$ cat src/verilog/cmsd_pkg.sv
// Constants and types for the core memory-space decoder.
// Assumes a single core clock domain shared with the execution logic.
package cmsd_pkg;

   // ***************************************************
   // Address map
   // ***************************************************
   localparam logic [7:0] CMSD_SPEC_BASE = 8'h80;
   localparam logic [7:0] CMSD_BIT_RAM_BASE = 8'h20;
   localparam logic [7:0] CMSD_BIT_RAM_LAST = 8'h2f;
   localparam logic [7:0] CMSD_POWER_CTRL_ADDR = 8'h87;
   localparam logic [7:0] CMSD_POWER_CTRL_RST = 8'h00;
   localparam logic [7:0] CMSD_SPEC_EMPTY = 8'h00;
   localparam int CMSD_EXT_RAM_BYTES = 256;
   localparam int CMSD_CODE_KBYTES = 16;
   localparam int CMSD_CODE_AW = $clog2(CMSD_CODE_KBYTES * 1024);
   localparam int CMSD_BITPOS_W = 3;

   // ***************************************************
   // Access modes and targets
   // ***************************************************
   typedef enum logic [2:0] {
      CMSD_M_DIRECT = 3'h0,
      CMSD_M_INDIRECT = 3'h1,
      CMSD_M_BIT = 3'h2,
      CMSD_M_EXT_PTR = 3'h3,
      CMSD_M_EXT_REG = 3'h4,
      CMSD_M_CODE_PTR = 3'h5,
      CMSD_M_CODE_PC = 3'h6,
      CMSD_M_JUMP_PTR = 3'h7
   } cmsd_mode_t;

   typedef enum logic [4:0] {
      CMSD_T_NONE = 5'h01,
      CMSD_T_GPRAM = 5'h02,
      CMSD_T_SPEC = 5'h04,
      CMSD_T_EXT_RAM = 5'h08,
      CMSD_T_CODE = 5'h10
   } cmsd_target_t;

   // ***************************************************
   // Instruction classes and their costs
   // ***************************************************
   typedef enum logic [3:0] {
      CMSD_C_MOV_A_IMM = 4'h0,
      CMSD_C_MOV_PTR_IMM = 4'h1,
      CMSD_C_MOV_A_REG = 4'h2,
      CMSD_C_MOV_A_DIR = 4'h3,
      CMSD_C_MOV_A_IND = 4'h4,
      CMSD_C_EXT_PTR = 4'h5,
      CMSD_C_EXT_REG = 4'h6,
      CMSD_C_CODE_PTR = 4'h7,
      CMSD_C_CODE_PC = 4'h8,
      CMSD_C_JMP_PTR = 4'h9
   } cmsd_class_t;

   localparam logic [1:0] CMSD_BYTES_1 = 2'h1;
   localparam logic [1:0] CMSD_BYTES_2 = 2'h2;
   localparam logic [1:0] CMSD_BYTES_3 = 2'h3;
   localparam logic [3:0] CMSD_CYC_1 = 4'h1;
   localparam logic [3:0] CMSD_CYC_2 = 4'h2;
   localparam logic [3:0] CMSD_CYC_3 = 4'h3;
   localparam logic [3:0] CMSD_CYC_4 = 4'h4;
   localparam logic [1:0] CMSD_BYTES_NONE = 2'h0;
   localparam logic [3:0] CMSD_CYC_NONE = 4'h0;

endpackage

$ cat src/verilog/cmsd_decoder.sv
// Memory-space decoder for the microcontroller core: steers each access
// to general-purpose RAM, special function space, extended RAM or code.
// Assumes the execution logic drives requests on the same core clock.
//
// Operation
// - Direct or indirect addresses 0x00-0x7F go to lower general RAM.
// - Indirect addresses 0x80-0xFF go to upper general RAM, never special space.
// - Special registers at 0x80-0xFF, reached only by direct and bit modes.
// - Bit address 0x00-0x7F selects byte 0x20+addr/8, bit addr mod 8.
// - 256-byte extended RAM, selected only by the two extended modes.
// - No external RAM; extended accesses always hit on-chip extended RAM.
// - Code lives in 16 kB on-chip space; data reads use code indirect mode.
// - Port pins never act as an external bus; all accesses stay on chip.
// - Immediate pointer load: 3 bytes, 3 cycles; accumulator load: 2 and 2.
// - Extended reads, pointer or register addressed: 1 byte, 4 cycles.
// - Code reads at accumulator plus pointer or counter: 1 byte, 4 cycles.
// - Indirect jump to accumulator plus pointer: 1 byte, 3 cycles.
// - Power control byte at 0x87 is byte-only, never bit addressed.
// - Pointer-addressed extended access uses full pointer; register uses 8 bits.
`timescale 1ns/100ps
module cmsd_decoder
   import cmsd_pkg::*;
#(
   parameter int CODE_AW = CMSD_CODE_AW
)
(
   input wire logic CLK_IN, // Core clock
   input wire logic RST_N_IN, // Synchronous reset, active low
   input wire logic REQ_IN, // Access request strobe
   input wire cmsd_mode_t MODE_IN, // Addressing mode
   input wire logic WR_IN, // Write when high
   input wire logic [7:0] ADDR_IN, // Direct, register or bit address
   input wire logic [7:0] WDATA_IN, // Write data
   input wire logic [15:0] PTR_IN, // Data pointer pair value
   input wire logic [15:0] PC_IN, // Program counter value
   input wire logic [7:0] ACC_IN, // Accumulator value
   input wire cmsd_class_t CLASS_IN, // Instruction class for cost lookup
   output logic VALID_OUT, // Decode result valid pulse
   output cmsd_target_t TARGET_OUT, // Selected memory space
   output logic [7:0] RAM_ADDR_OUT, // General RAM byte address
   output logic BIT_SEL_OUT, // Single-bit access
   output logic [2:0] BIT_POS_OUT, // Bit position inside byte
   output logic [7:0] SPEC_ADDR_OUT, // Special register byte address
   output logic [15:0] EXT_RAM_ADDR_OUT, // Extended RAM address
   output logic [CODE_AW-1:0] CODE_ADDR_OUT, // Code space address
   output logic JUMP_OUT, // Code address is a jump target
   output logic [7:0] SPEC_RDATA_OUT, // Read data from local special space
   output logic [7:0] POWER_CTRL_OUT, // Power control byte contents
   output logic [1:0] INSTR_BYTES_OUT, // Instruction length in bytes
   output logic [3:0] INSTR_CYCLES_OUT, // Instruction core cycles
   output logic EXT_BUS_OE_OUT // External bus drive enable, never set
);

   // ***************************************************
   // Parameter check
   // ***************************************************
   if (CODE_AW < 1 || CODE_AW > 16)
   begin : g_bad_aw
      $error("CODE_AW must be between 1 and 16");
   end

   // ***************************************************
   // Cost lookup
   // ***************************************************
   function automatic logic [5:0] cost_of(input cmsd_class_t c);
      logic [5:0] r;
      r = {CMSD_BYTES_NONE, CMSD_CYC_NONE};
      case (c)
         CMSD_C_MOV_A_IMM: r = {CMSD_BYTES_2, CMSD_CYC_2};
         CMSD_C_MOV_PTR_IMM: r = {CMSD_BYTES_3, CMSD_CYC_3};
         CMSD_C_MOV_A_REG: r = {CMSD_BYTES_1, CMSD_CYC_1};
         CMSD_C_MOV_A_DIR: r = {CMSD_BYTES_2, CMSD_CYC_2};
         CMSD_C_MOV_A_IND: r = {CMSD_BYTES_1, CMSD_CYC_2};
         CMSD_C_EXT_PTR: r = {CMSD_BYTES_1, CMSD_CYC_4};
         CMSD_C_EXT_REG: r = {CMSD_BYTES_1, CMSD_CYC_4};
         CMSD_C_CODE_PTR: r = {CMSD_BYTES_1, CMSD_CYC_4};
         CMSD_C_CODE_PC: r = {CMSD_BYTES_1, CMSD_CYC_4};
         CMSD_C_JMP_PTR: r = {CMSD_BYTES_1, CMSD_CYC_3};
         default: r = {CMSD_BYTES_NONE, CMSD_CYC_NONE};
      endcase
      return r;
   endfunction

   // ***************************************************
   // State
   // ***************************************************
   logic valid_r, valid_nxt;
   cmsd_target_t target_r, target_nxt;
   logic [7:0] ram_addr_r, ram_addr_nxt;
   logic bit_sel_r, bit_sel_nxt;
   logic [2:0] bit_pos_r, bit_pos_nxt;
   logic [7:0] spec_addr_r, spec_addr_nxt;
   logic [15:0] ext_addr_r, ext_addr_nxt;
   logic [CODE_AW-1:0] code_addr_r, code_addr_nxt;
   logic jump_r, jump_nxt;
   logic [7:0] spec_rdata_r, spec_rdata_nxt;
   logic [7:0] pctl_r, pctl_nxt;
   logic [1:0] bytes_r, bytes_nxt;
   logic [3:0] cycles_r, cycles_nxt;
   logic [15:0] ptr_sum;
   logic [15:0] pc_sum;
   logic upper_half;

   assign ptr_sum = PTR_IN + {8'h00, ACC_IN};
   assign pc_sum = PC_IN + {8'h00, ACC_IN};
   assign upper_half = ADDR_IN >= CMSD_SPEC_BASE;

   // ***************************************************
   // Decode
   // ***************************************************
   always_comb
   begin
      valid_nxt = REQ_IN;
      target_nxt = target_r;
      ram_addr_nxt = ram_addr_r;
      bit_sel_nxt = 1'b0;
      bit_pos_nxt = bit_pos_r;
      spec_addr_nxt = spec_addr_r;
      ext_addr_nxt = ext_addr_r;
      code_addr_nxt = code_addr_r;
      jump_nxt = 1'b0;
      spec_rdata_nxt = spec_rdata_r;
      pctl_nxt = pctl_r;
      bytes_nxt = bytes_r;
      cycles_nxt = cycles_r;
      if (REQ_IN)
      begin
         {bytes_nxt, cycles_nxt} = cost_of(CLASS_IN);
         spec_rdata_nxt = CMSD_SPEC_EMPTY;
         case (MODE_IN)
            CMSD_M_DIRECT:
            begin
               if (upper_half)
               begin
                  target_nxt = CMSD_T_SPEC;
                  spec_addr_nxt = ADDR_IN;
                  if (ADDR_IN == CMSD_POWER_CTRL_ADDR)
                  begin
                     if (WR_IN)
                        pctl_nxt = WDATA_IN;
                     else
                        spec_rdata_nxt = pctl_r;
                  end
                  // Other addresses: read zero, write dropped
                  else
                     spec_rdata_nxt = CMSD_SPEC_EMPTY;
               end
               else
               begin
                  target_nxt = CMSD_T_GPRAM;
                  ram_addr_nxt = ADDR_IN;
               end
            end
            CMSD_M_INDIRECT:
            begin
               // Upper half is RAM here, the special space is shadowed
               target_nxt = CMSD_T_GPRAM;
               ram_addr_nxt = ADDR_IN;
            end
            CMSD_M_BIT:
            begin
               bit_sel_nxt = 1'b1;
               bit_pos_nxt = ADDR_IN[2:0];
               if (upper_half)
               begin
                  // Bit bytes sit on multiples of eight, so 0x87 is never hit
                  target_nxt = CMSD_T_SPEC;
                  spec_addr_nxt = {ADDR_IN[7:3], 3'h0};
               end
               else
               begin
                  target_nxt = CMSD_T_GPRAM;
                  ram_addr_nxt = CMSD_BIT_RAM_BASE + {4'h0, ADDR_IN[6:3]};
               end
            end
            CMSD_M_EXT_PTR:
            begin
               target_nxt = CMSD_T_EXT_RAM;
               ext_addr_nxt = PTR_IN;
            end
            CMSD_M_EXT_REG:
            begin
               target_nxt = CMSD_T_EXT_RAM;
               ext_addr_nxt = {8'h00, ADDR_IN};
            end
            CMSD_M_CODE_PTR:
            begin
               target_nxt = CMSD_T_CODE;
               code_addr_nxt = ptr_sum[CODE_AW-1:0];
            end
            CMSD_M_CODE_PC:
            begin
               target_nxt = CMSD_T_CODE;
               code_addr_nxt = pc_sum[CODE_AW-1:0];
            end
            CMSD_M_JUMP_PTR:
            begin
               target_nxt = CMSD_T_CODE;
               code_addr_nxt = ptr_sum[CODE_AW-1:0];
               jump_nxt = 1'b1;
            end
            default:
               target_nxt = CMSD_T_NONE;
         endcase
      end
   end

   always_ff @(posedge CLK_IN)
   begin
      if (!RST_N_IN)
      begin
         valid_r <= 1'b0;
         target_r <= CMSD_T_NONE;
         ram_addr_r <= 8'h00;
         bit_sel_r <= 1'b0;
         bit_pos_r <= 3'h0;
         spec_addr_r <= 8'h00;
         ext_addr_r <= 16'h0000;
         code_addr_r <= '0;
         jump_r <= 1'b0;
         spec_rdata_r <= CMSD_SPEC_EMPTY;
         pctl_r <= CMSD_POWER_CTRL_RST;
         bytes_r <= CMSD_BYTES_NONE;
         cycles_r <= CMSD_CYC_NONE;
      end
      else
      begin
         valid_r <= valid_nxt;
         target_r <= target_nxt;
         ram_addr_r <= ram_addr_nxt;
         bit_sel_r <= bit_sel_nxt;
         bit_pos_r <= bit_pos_nxt;
         spec_addr_r <= spec_addr_nxt;
         ext_addr_r <= ext_addr_nxt;
         code_addr_r <= code_addr_nxt;
         jump_r <= jump_nxt;
         spec_rdata_r <= spec_rdata_nxt;
         pctl_r <= pctl_nxt;
         bytes_r <= bytes_nxt;
         cycles_r <= cycles_nxt;
      end
   end

   // ***************************************************
   // Outputs
   // ***************************************************
   assign VALID_OUT = valid_r;
   assign TARGET_OUT = target_r;
   assign RAM_ADDR_OUT = ram_addr_r;
   assign BIT_SEL_OUT = bit_sel_r;
   assign BIT_POS_OUT = bit_pos_r;
   assign SPEC_ADDR_OUT = spec_addr_r;
   assign EXT_RAM_ADDR_OUT = ext_addr_r;
   assign CODE_ADDR_OUT = code_addr_r;
   assign JUMP_OUT = jump_r;
   assign SPEC_RDATA_OUT = spec_rdata_r;
   assign POWER_CTRL_OUT = pctl_r;
   assign INSTR_BYTES_OUT = bytes_r;
   assign INSTR_CYCLES_OUT = cycles_r;
   // No external bus exists; a flop held low keeps the output registered
   logic ext_oe_r;
   always_ff @(posedge CLK_IN)
   begin
      ext_oe_r <= 1'b0;
   end
   assign EXT_BUS_OE_OUT = ext_oe_r;
endmodule

$ cat config.mk
export PLATFORM = sky130hd
export DESIGN_NAME = cmsd_decoder
export DESIGN_NICKNAME = d
export VERILOG_FILES = /design/src/verilog/cmsd_pkg.sv /design/src/verilog/cmsd_decoder.sv
export SDC_FILE = /design/constraint.sdc
export NUM_CORES = 1
export LEC_CHECK = 0
export CORE_UTILIZATION = 55
export CTS_BUF_LIST = sky130_fd_sc_hd__clkbuf_16
export DETAILED_ROUTE_END_ITERATION = 16
export DONT_BUFFER_PORTS = 1
export GPL_TIMING_DRIVEN = 0
export PLACE_DENSITY = 0.69
export SLEW_MARGIN = 0
export SYNTH_ARGS = -nofsm -noshare
export SYNTH_HDL_FRONTEND = slang
export SYNTH_SLANG_ARGS = --single-unit
$ cat constraint.sdc
create_clock -name CLK_IN -period 3.6 [get_ports CLK_IN]
set_input_delay 0.18 -clock CLK_IN [delete_from_list [all_inputs] [get_ports CLK_IN]]
set_output_delay 0.18 -clock CLK_IN [all_outputs]
set_load 0.02 [all_outputs]
Word-level counts from Yosys, hierarchy flattened:

Memory sizes are Yosys's and may differ from the RTL's. A register that Yosys moved wholly into a read port is not among the register bits.
Cells that the tools add are included.
Widths: inputs -> output; s select.

* register bits after elaboration: 77
* memory bits (read-only): 80
* bits of input ports: 67
* memories: 1

Memory list
* (name not given): words 16, bits a word 5, rd ports 1, clocked after memory_dff 1, wr ports 0, line cmsd_decoder.sv:68 `case (c)`

* add/subtract/negate cells: 3
* order comparisons: 1
* equality and inequality tests: 12
* mux-type cells: 16
* reduce and logical (&&, ||, !) cells: 17

Operator list (count)
* $mux 8: 8
* $pmux 16 s2: 1
* $add 14x8->14: 2
* $pmux 14 s2: 1
* $pmux 8 s3: 1
* $pmux 5 s4: 1
* $pmux 8 s2: 1
* $eq 3x3->1 const B: 4
* $eq 8x8->1 const B: 1
* $ge 8x8->1 const B: 1
* $ne 2x2->1 const B: 4
* $reduce_and 2->1: 4
* $reduce_and 4->1: 2
* $add 6x4->7 const A: 1
* $eq 3x2->1 const B: 2
* $reduce_bool 2->1: 3
* $reduce_or 2->1: 3
* $reduce_and 5->1: 1
* $eq 3x1->1 const B: 1
* $logic_not 3->1: 1
* $mux 3: 1
* $reduce_bool 3->1: 1
* $reduce_or 3->1: 1
* $mux 1: 2
* $logic_not 1->1: 1

Longest topological paths before layout:

Gate-level depths: netlist (run 1).

* depth after elaboration: 4
* mapped depth: 11
* gate-level depth less buffers: 9

Worst setup path before layout (run 1):

OpenSTA, ideal clock, no wires.

* path kind: input to register
* from: input port MODE_IN[0]
* to: register code_addr_r[10] (netlist: CODE_ADDR_OUT[10])
* setup time: 0.095 ns
* arrival: 2.647 ns
* slack: 0.857 ns
* stages on the path: 11
* cell sequence: buf_4 nand2_2 buf_2 mux2_2 ha_1 fa_1 a21oi_1 o21ai_1 a2111oi_4 nor2_1 o311ai_1

* cells in the longest elaborated chain, start to end: 4
* elaborated cells on any way between the ends: 7
* those cells by class: 3 x eq/ne; 1 x mux; 3 x reduce/logical

Ends and longest elaborated chain
* start: declaration: line cmsd_decoder.sv:30 `input wire cmsd_mode_t MODE_IN,`
* $eq 3x3->1: line cmsd_decoder.sv:130 `case (MODE_IN)`
* $reduce_or 2->1 (no source line)
* $reduce_bool 2->1 (no source line)
* $reduce_and 2->1 (no source line)
* end signal: assignment: line cmsd_decoder.sv:235 `code_addr_r <= code_addr_nxt;`
* end: declaration: line cmsd_decoder.sv:94 `logic [CODE_AW-1:0] code_addr_r, code_addr_nxt;`

Several ways; a longest one is shown, not always the timed one.
A chain may end at the register's enable or synchronous reset.

Final worst setup path (run 1):

* from: input port MODE_IN[0]
* to: register code_addr_r[8] (netlist: CODE_ADDR_OUT[8])

The elaborated chain is that of the path after synthesis.

==> results.md, run 1 <==
- Instance area after placement: 3870 um2
- Flop and latch count out of synthesis: 78
- Most used flip-flop cell after synthesis: sky130_fd_sc_hd__dfxtp_1
- Count of final max-slew check failures: 0
- Drt drc: 12
- Row count: 29
- Initial cell density of the core: 58.1%
- Hold Violations, Final: 0
- Maximum operating frequency: 363 MHz
- Top library cells by usage in the layout, fill and taps aside: sky130_fd_sc_hd__dfxtp_1 (78), sky130_fd_sc_hd__nor2_1 (54), sky130_fd_sc_hd__nand2_1 (44)
- Clock Path Buffers: 2
- Total number of clock tree sinks: about 80
- Antenna diode instance count: 0
- Insertion delay to the later sink of the worst-skew pair: 0.34 ns
- Pre-CTS worst setup slack: 0.531 ns
- Share of post-route cells with drive strength above 1: about 11%
- Maximum VDD drop: 0.361 mV
- Final Cycle Share: 76.4%
- Warnings, synthesis: 0
- Total Wirelength: between 10000 and 15000 um
- Total global routing overflow: 0
- Number of synthesized flops with an enable pin: 0
- Routability congestion estimate: 0.826
- Post-Syn Area per Cell: just under 9 um2
- Crit path DAT: between 2 and 3 ns
- Endpoints failing setup: 0
- Number of gates resized after CTS: 0
- Most frequent standard cell in the layout excluding fill and tap cells: sky130_fd_sc_hd__dfxtp_1
- Clock tree from TritonCTS: built
- Critical Path Start Type: input port
- Starting DRC count in detailed routing: 197
- Critical path type: in -> reg
- Number of cells produced by synthesis: 431
- Clock-pin slew reported for the worst setup and hold paths after clock tree synthesis: ~0.060 ns
- Proportion of register bits with asynchronous set or reset after synthesis: 0%
- Area growth from synthesis to layout: 14.7%
- Number of top-level pins: between 100 and 150
- Port Buffers: 0
- Number of vias after detailed routing: 3263
- Non-filler cells in the finished layout: 540
- Outcome: finished with violations
- Crit path required time: 3.81 ns
- TritonCTS Buffers: 9
- DPL Wire Length: 7170 um
- Footprint of the multi-input gates: 2030 um2
- Top cell family by delay on the critical path: compound AO/OA/AOI/OAI gates
- Placed cell count: 509
- Buffer cell driving the clock tree root: sky130_fd_sc_hd__clkbuf_16
- Violated checks: design-rule violations
- Wire per inst: 18.7 um
- Final worst setup slack: between 0.8 and 0.9 ns
- Hold Path Origin: ADDR_IN[0]
- Register area: 1560 um2
- CP startpoint: MODE_IN[0]
- Clock Skew: 0.00115 ns
- Bufs and invs on worst path: 2
- Leak pwr: about 1.7 nW
- Wire length of the first global-routing pass: 15800 um
- Post-synthesis instance area: ~3800 um2
- Endpoint kind of the worst setup timing path: flop
- Maximum fanout along the worst path: 10
- Yosys cell types: 61
- Unrepaired setup endpoints after global routing: false
- Number of nets in the layout: 540
- Die Width: between 80 and 90 um
- Pre-Repair DR Iteration Count: 10
- Setup tns final: 0 ns
- Number of hold buffers added after CTS: 15
- Remaining max-slew budget at the tightest pin: 52.5%
- Maximum Capacitance Violations: 0
- Antenna violations before repair: 0
- H-tree Lvls: 3
- Final Instance Area: 4330 um2
- Antenna-violating nets left: 0
- Worst hold path class: in -> reg
- Power per Cell Area: about 490 nW/um2
- Buffers inserted during post-CTS setup optimization: 0
- Die area: ~7000 um2
- Slowest cell on crit path: sky130_fd_sc_hd__a2111oi_4
- Area inside the core boundary: 6490 um2
- Fill cell total of the finished layout: roughly 560
- Worst reg2reg setup slack: 2.49 ns
- Slew at the pin with the worst max-slew slack: 0.707 ns
- Global Route Usage Sum: between 20 and 30%
- Series of cell instances along the critical path: buf_4 -> nand2_2 -> buf_2 -> mux2_2 -> ha_1 -> fa_1 -> a21oi_1 -> o21ai_1 -> a2111oi_4 -> o211ai_1 -> nor3b_1
- Number of vias per cell: 6.04
- Worst Hold Slack: between 0.005 and 0.006 ns
- Maximum single-stage delay on the critical path: around 0.52 ns
- Min Clock Period, post-route: about 2.8 ns
- Reg-to-reg critical path startpoint: CODE_ADDR_OUT[13]
- Maximum number of pins on one net before global-route repair: 16
- Die Ht: 84.8 um
- Share of synthesized area occupied by flip-flops and latches: roughly 41%
- Vias in the first global route: 3185
==> Yosys cell counts (all sizes together) (3+ instances only) <==
library cell / instances / area [um2]
and3: 4 / 25.0
o21ai: 19 / 95.1
o211ai: 4 / 30.0
buf: 15 / 105
a22oi: 16 / 120
a31oi: 6 / 37.5
clkbuf: 13 / 48.8
ha: 14 / 175
a211oi: 11 / 87.6
nor3: 6 / 30.0
and2: 3 / 21.3
dfxtp: 78 / 1560
nand4: 3 / 25.0
mux2i: 20 / 200
nand3: 20 / 105
mux2: 12 / 143
inv: 7 / 26.3
nor3b: 4 / 40.0
nor2b: 5 / 31.3
nor4: 3 / 18.8
nand2b: 4 / 25.0
a21oi: 37 / 189
nand2: 45 / 171
nor2: 54 / 203
==> cell families after synthesis <==
group / after synthesis / share of synthesized area, %
AOI/OAI and AO/OA: 108 / 18.7
xor gates and xnor gates: 3 / 0.696
adders and majority gates: 15 / 5.17
buffers and inverters: 36 / 4.87
DFF: 78 / 41.4
muxes: 32 / 9.08
other: 1 / 0.0993
and+or+nand+nor: 158 / 20.0
==> sequential cells by signal (all words and copies together) (netlist names), 2 cells and up <==
signal and flops:
INSTR_CYCLES_OUT 3, CODE_ADDR_OUT 14, SPEC_RDATA_OUT 8, SPEC_ADDR_OUT 8, RAM_ADDR_OUT 8, TARGET_OUT 5, EXT_RAM_ADDR_OUT 16, POWER_CTRL_OUT 8
BIT_POS_OUT 3, INSTR_BYTES_OUT 2
==> report_power, final <==
group / switching (mW) / internal, mW
Combinational: 0.145 / 0.106
Clock: 0.382 / 0.546
Sequential: 0.0603 / 0.895
Total: 0.587 / 1.55
==> layer usage <==
metal,global-route usage [%],part of all wire (%),up-vias,wire length [um]
met5,0,0,-,0
met4,10.3,1.7,0,176
met3,8.27,11,14,1070
met2,45.7,45,161,4560
met1,36.1,42,1495,4280
li1,-,-,1593,-
==> area by class of cell <==
cell class	count	area share, %
plain buffers	28	3.55
clock buffers	9	5.20
well taps	77	2.22
inverters	8	0.693
repair buffers	15	3.47
flip-flops and latches	78	36.1
multi-input cells	318	47.0
clock inverters	7	1.85
==> metrics by stage <==
stage                     power [mW]  utilization (%)
after detailed placement        1.21             59.7
final                           2.13             66.7
after global routing            2.22             66.7
after CTS                       2.14             66.7
after global placement          1.20             59.7
after floorplan                 1.16                -
==> final timing paths <==
kind / endpoint / cells after the start
worst max-delay path: CODE_ADDR_OUT[8] / 11
worst min-delay path: BIT_POS_OUT[0] / 2
worst max register to register: CODE_ADDR_OUT[13] / 3
worst min register to register: CODE_ADDR_OUT[4] / 2
==> worst reg2reg max path, cell delays in order, from the launching register on <==
cell and delay (ns):
sky130_fd_sc_hd__dfxtp_1 0.38, sky130_fd_sc_hd__o21ai_0 0.26, sky130_fd_sc_hd__a31oi_1 0.07, sky130_fd_sc_hd__mux2_1 0.29
No activity file was read; power rests on OpenSTA's default activity.
==> run 2, diff against run 1 <==
--- a/config.mk
+++ b/config.mk
@@ -5,6 +5,7 @@
 export SDC_FILE = /design/constraint.sdc
 export NUM_CORES = 1
 export LEC_CHECK = 0
+export ABC_AREA = 1
 export CORE_UTILIZATION = 55
 export CTS_BUF_LIST = sky130_fd_sc_hd__clkbuf_16
 export DETAILED_ROUTE_END_ITERATION = 16
==> constraint.sdc (replaced) <==
create_clock -name CLK_IN -period 2.8 [get_ports CLK_IN]
set_input_delay 0.14 -clock CLK_IN [delete_from_list [all_inputs] [get_ports CLK_IN]]
set_output_delay 0.14 -clock CLK_IN [all_outputs]
set_load 0.02 [all_outputs]
==> results.md, run 2 <==
- Outcome: complete, no violations
- Antenna diode instance count: 0 (unchanged)
- Crit path DAT: 2.59 ns (-0.37 ns)
- Pre-Repair DR Iteration Count: 6 (-4)
- Maximum fanout along the worst path: 10 (unchanged)
- Number of top-level pins: 147 (unchanged)
- Share of synthesized area spent on multiplexers: 2.33% (-6.8 points)
- Top library cells by usage in the layout, fill and taps aside: sky130_fd_sc_hd__nand2_1 (112), sky130_fd_sc_hd__dfxtp_1 (78), sky130_fd_sc_hd__a21oi_1 (50)
- H-tree Lvls: 3 (unchanged)
- Port Buffers: 0 (unchanged)
- Maximum Capacitance Violations: 0 (unchanged)
- Clock-pin slew reported for the worst setup and hold paths after clock tree synthesis: 0.06 ns (about the same)
- Wire length of the first global-routing pass: 16800 um (+6.5%)
- DPL Wire Length: 7660 um (+6.8%)
- Worst hold path class: in -> reg
- Maximum VDD drop: 0.393 mV (+8.9%)
- TritonCTS Buffers: 9 (unchanged)
- Number of nets in the layout: 646 (+20%)
- Count of final max-slew check failures: 0 (unchanged)
- Final Cycle Share: around 84%
- Clock Path Buffers: 2 (unchanged)
- Area inside the core boundary: 6790 um2 (+4.6%)
- Total Wirelength: 10700 um (+6.5%)
- Antenna-violating nets left: 0 (unchanged)
- Number of synthesized flops with an enable pin: 0 (unchanged)
- Post-Syn Area per Cell: 7.47 um2 (-15%)
- Setup tns final: 0 ns (unchanged)
- Number of hold buffers added after CTS: 35 (+20)
- Share of synthesized area occupied by flip-flops and latches: 40.4% (-0.95 points)
- Critical Path Start Type: input port
- Synth cell count leaders: sky130_fd_sc_hd__nand2_1 (112), sky130_fd_sc_hd__dfxtp_1 (78), sky130_fd_sc_hd__a21oi_1 (50)
- Final Instance Area: 4620 um2 (+6.7%)
- Die area: 7360 um2 (+2.3%)
- Maximum single-stage delay on the critical path: 0.41 ns (-0.11 ns)
- Routability congestion estimate: 0.900 (+9.0%)
- Most repeated cell in the gate-level netlist after synthesis: sky130_fd_sc_hd__nand2_1
- Number of vias after detailed routing: 3660 (+12%)
- Yosys cell types: 40 (-34%)
- Clock Skew: 0.00427 ns (+0.00312 ns)
- Slew at the pin with the worst max-slew slack: 0.627 ns (-0.0796 ns)
- Largest cells by area after synthesis: sky130_fd_sc_hd__dfxtp_1 (40%), sky130_fd_sc_hd__nand2_1 (11%), sky130_fd_sc_hd__a21oi_1 (6.5%)
- Endpoints failing setup: 0 (unchanged)
- Instance area after placement: 3990 um2 (+2.9%)
- CP startpoint: MODE_IN[2]
- Initial cell density of the core: 56.9% (-1.3 points)
- Vias in the first global route: 3483 (+9.4%)
- Remaining max-slew budget at the tightest pin: 58.2% (+5.6 points)
- Hold Violations, Final: 0 (unchanged)
- Hold Path Origin: CLASS_IN[3]
- Total global routing overflow: 0 (unchanged)
- Starting DRC count in detailed routing: 216 (+9.6%)
- Crit path required time: 3.03 ns (-0.78 ns)
- Dominant combinational cell family by area after synthesis: simple AND/OR/NAND/NOR gates
- Buffers inserted during post-CTS setup optimization: 0 (unchanged)
- Max reg flops: 16 (unchanged)
- Simple-gate share of the synthesized area: 24.7% (+4.7 points)
- Maximum number of pins on one net before global-route repair: 16 (unchanged)
- Insertion delay to the later sink of the worst-skew pair: 0.34 ns (about the same)
- Clock tree from TritonCTS: built
- Synth area leader: sky130_fd_sc_hd__dfxtp_1
- Post-synthesis xor/xnor area fraction: 1.36% (+0.66 points)
- Flop and latch count out of synthesis: 78 (unchanged)
- Antenna violations before repair: 0 (unchanged)
- Row count: 30 (+3.4%)
- Adder-Cell Fraction of Synth Area: 5.05% (-0.12 points)
- Most frequent standard cell in the layout excluding fill and tap cells: sky130_fd_sc_hd__nand2_1
- Reg-to-reg critical path startpoint: EXT_RAM_ADDR_OUT[5]
- Endpoint kind of the worst setup timing path: flop
- Slowest cell on crit path: sky130_fd_sc_hd__fa_1
- Min Clock Period, post-route: ~2.4 ns
- Critical path type: in -> reg
- Maximum operating frequency: 424 MHz
- Number of cells produced by synthesis: 517 (+20%)
- Worst reg2reg setup slack: 1.43 ns (-1.06 ns)
- Total number of clock tree sinks: 78 (unchanged)
- Top cell type's share of synthesized area: 40.4% (-0.95 points)
- Wire per inst: 16.1 um (-14%)
- Buffer cell driving the clock tree root: sky130_fd_sc_hd__clkbuf_16
- Unrepaired setup endpoints after global routing: false
- Die Width: 85.8 um (+1.1%)
- Global Route Usage Sum: 29.3% (+1.1 points)
- Warnings, synthesis: 0 (unchanged)
- Post-synthesis instance area: 3860 um2 (+2.4%)
- Die Ht: 85.8 um (+1.1%)
- Number of vias per cell: 5.50 (-8.9%)
- Leak pwr: 2.07 nW (+22%)
- Proportion of register bits with asynchronous set or reset after synthesis: 0% (unchanged)
- Number of gates resized after CTS: 0 (unchanged)
- Power per Cell Area: 593 nW/um2 (+20%)
- Share of post-route cells with drive strength above 1: 10.2% (-0.82 points)
- Series of cell instances along the critical path: buf_6 -> nand2_2 -> buf_2 -> mux2_2 -> ha_1 -> fa_1 -> nand3_1 -> nand2_1 -> nand2_1 -> nand3_1 -> xor2_1 -> o21ai_0 -> inv_1
- Area growth from synthesis to layout: 19.6%
- Most used flip-flop cell after synthesis: sky130_fd_sc_hd__dfxtp_1
- Synthesized-area fraction occupied by ao, oa, aoi and oai cells: 17.2% (-1.5 points)
- Drt drc: 0 (-12)
## run 2: worst paths after layout
path / to / depth (start not counted)
worst max-delay path: CODE_ADDR_OUT[8] / 13
worst min-delay path: INSTR_CYCLES_OUT[1] / 2
worst max register to register: EXT_RAM_ADDR_OUT[5] / 3
worst min register to register: TARGET_OUT[0] / 2
## run 2: stage by stage
step | worst slack [ns] | total power, mW | hold WS, ns | utilization, % | cells
2_1_floorplan | 0.469 | 1.53 | 0.268 | - | 518
3_3_place_gp | 0.170 | 1.60 | 0.273 | 58.7 | 614
3_5_place_dp | 0.140 | 1.61 | 0.274 | 58.7 | 614
4_1_cts | 0.486 | 2.73 | 0.0149 | 68.0 | 665
5_1_grt | 0.264 | 2.85 | 0.0509 | 68.0 | 665
6_report | 0.442 | 2.74 | 0.0250 | 68.0 | 665
## run 2: layout make-up
cell class | count | area [um2]
Buffer | 21 | 124
Clock buffer | 9 | 225
Clock inverter | 7 | 56.3
Fill cell | 591 | 2170
Inverter | 58 | 220
Multi-Input combinational cell | 361 | 1960
Sequential cell | 78 | 1560
Tap cell | 96 | 120
Timing Repair Buffer | 35 | 350
## run 2: where the power goes
part / switching [mW] / internal (mW) / total (mW) / leakage (nW)
sequential: 0.0942 / 1.16 / 1.25 / 0.637
combinational: 0.229 / 0.152 / 0.381 / 1.30
clock: 0.493 / 0.611 / 1.10 / 0.137
## run 2: cell families (layout without fill, tap and decap cells)
| group | Yosys count | in the layout |
|---|---|---|
| compound gates | 122 | 122 |
| other cells | 1 | 2 |
| mux | 8 | 8 |
| xor+xnor | 6 | 6 |
| buf+inv | 79 | 130 |
| fa+ha+maj | 15 | 15 |
| simple gates | 208 | 208 |
| flops | 78 | 78 |
## run 2: worst max-delay path: cells and delay by family
kind	cells	cell delay, ns
AO/OA/AOI/OAI	1	0.15
XOR/XNOR	1	0.20
adder cells (fa/ha/maj)	2	0.63
buffers and inverters	3	0.47
multiplexers	1	0.38
AND/OR/NAND/NOR	5	0.63
## run 2: metal layers
layer	track usage [%]	wire length, um	share of wire (%)	vias up
li1	-	-	-	1800
met1	37.5	4610	43	1669
met2	47.5	4900	46	181
met3	9.62	1130	10	10
met4	8.48	105	0.98	0
met5	0	0	0	-
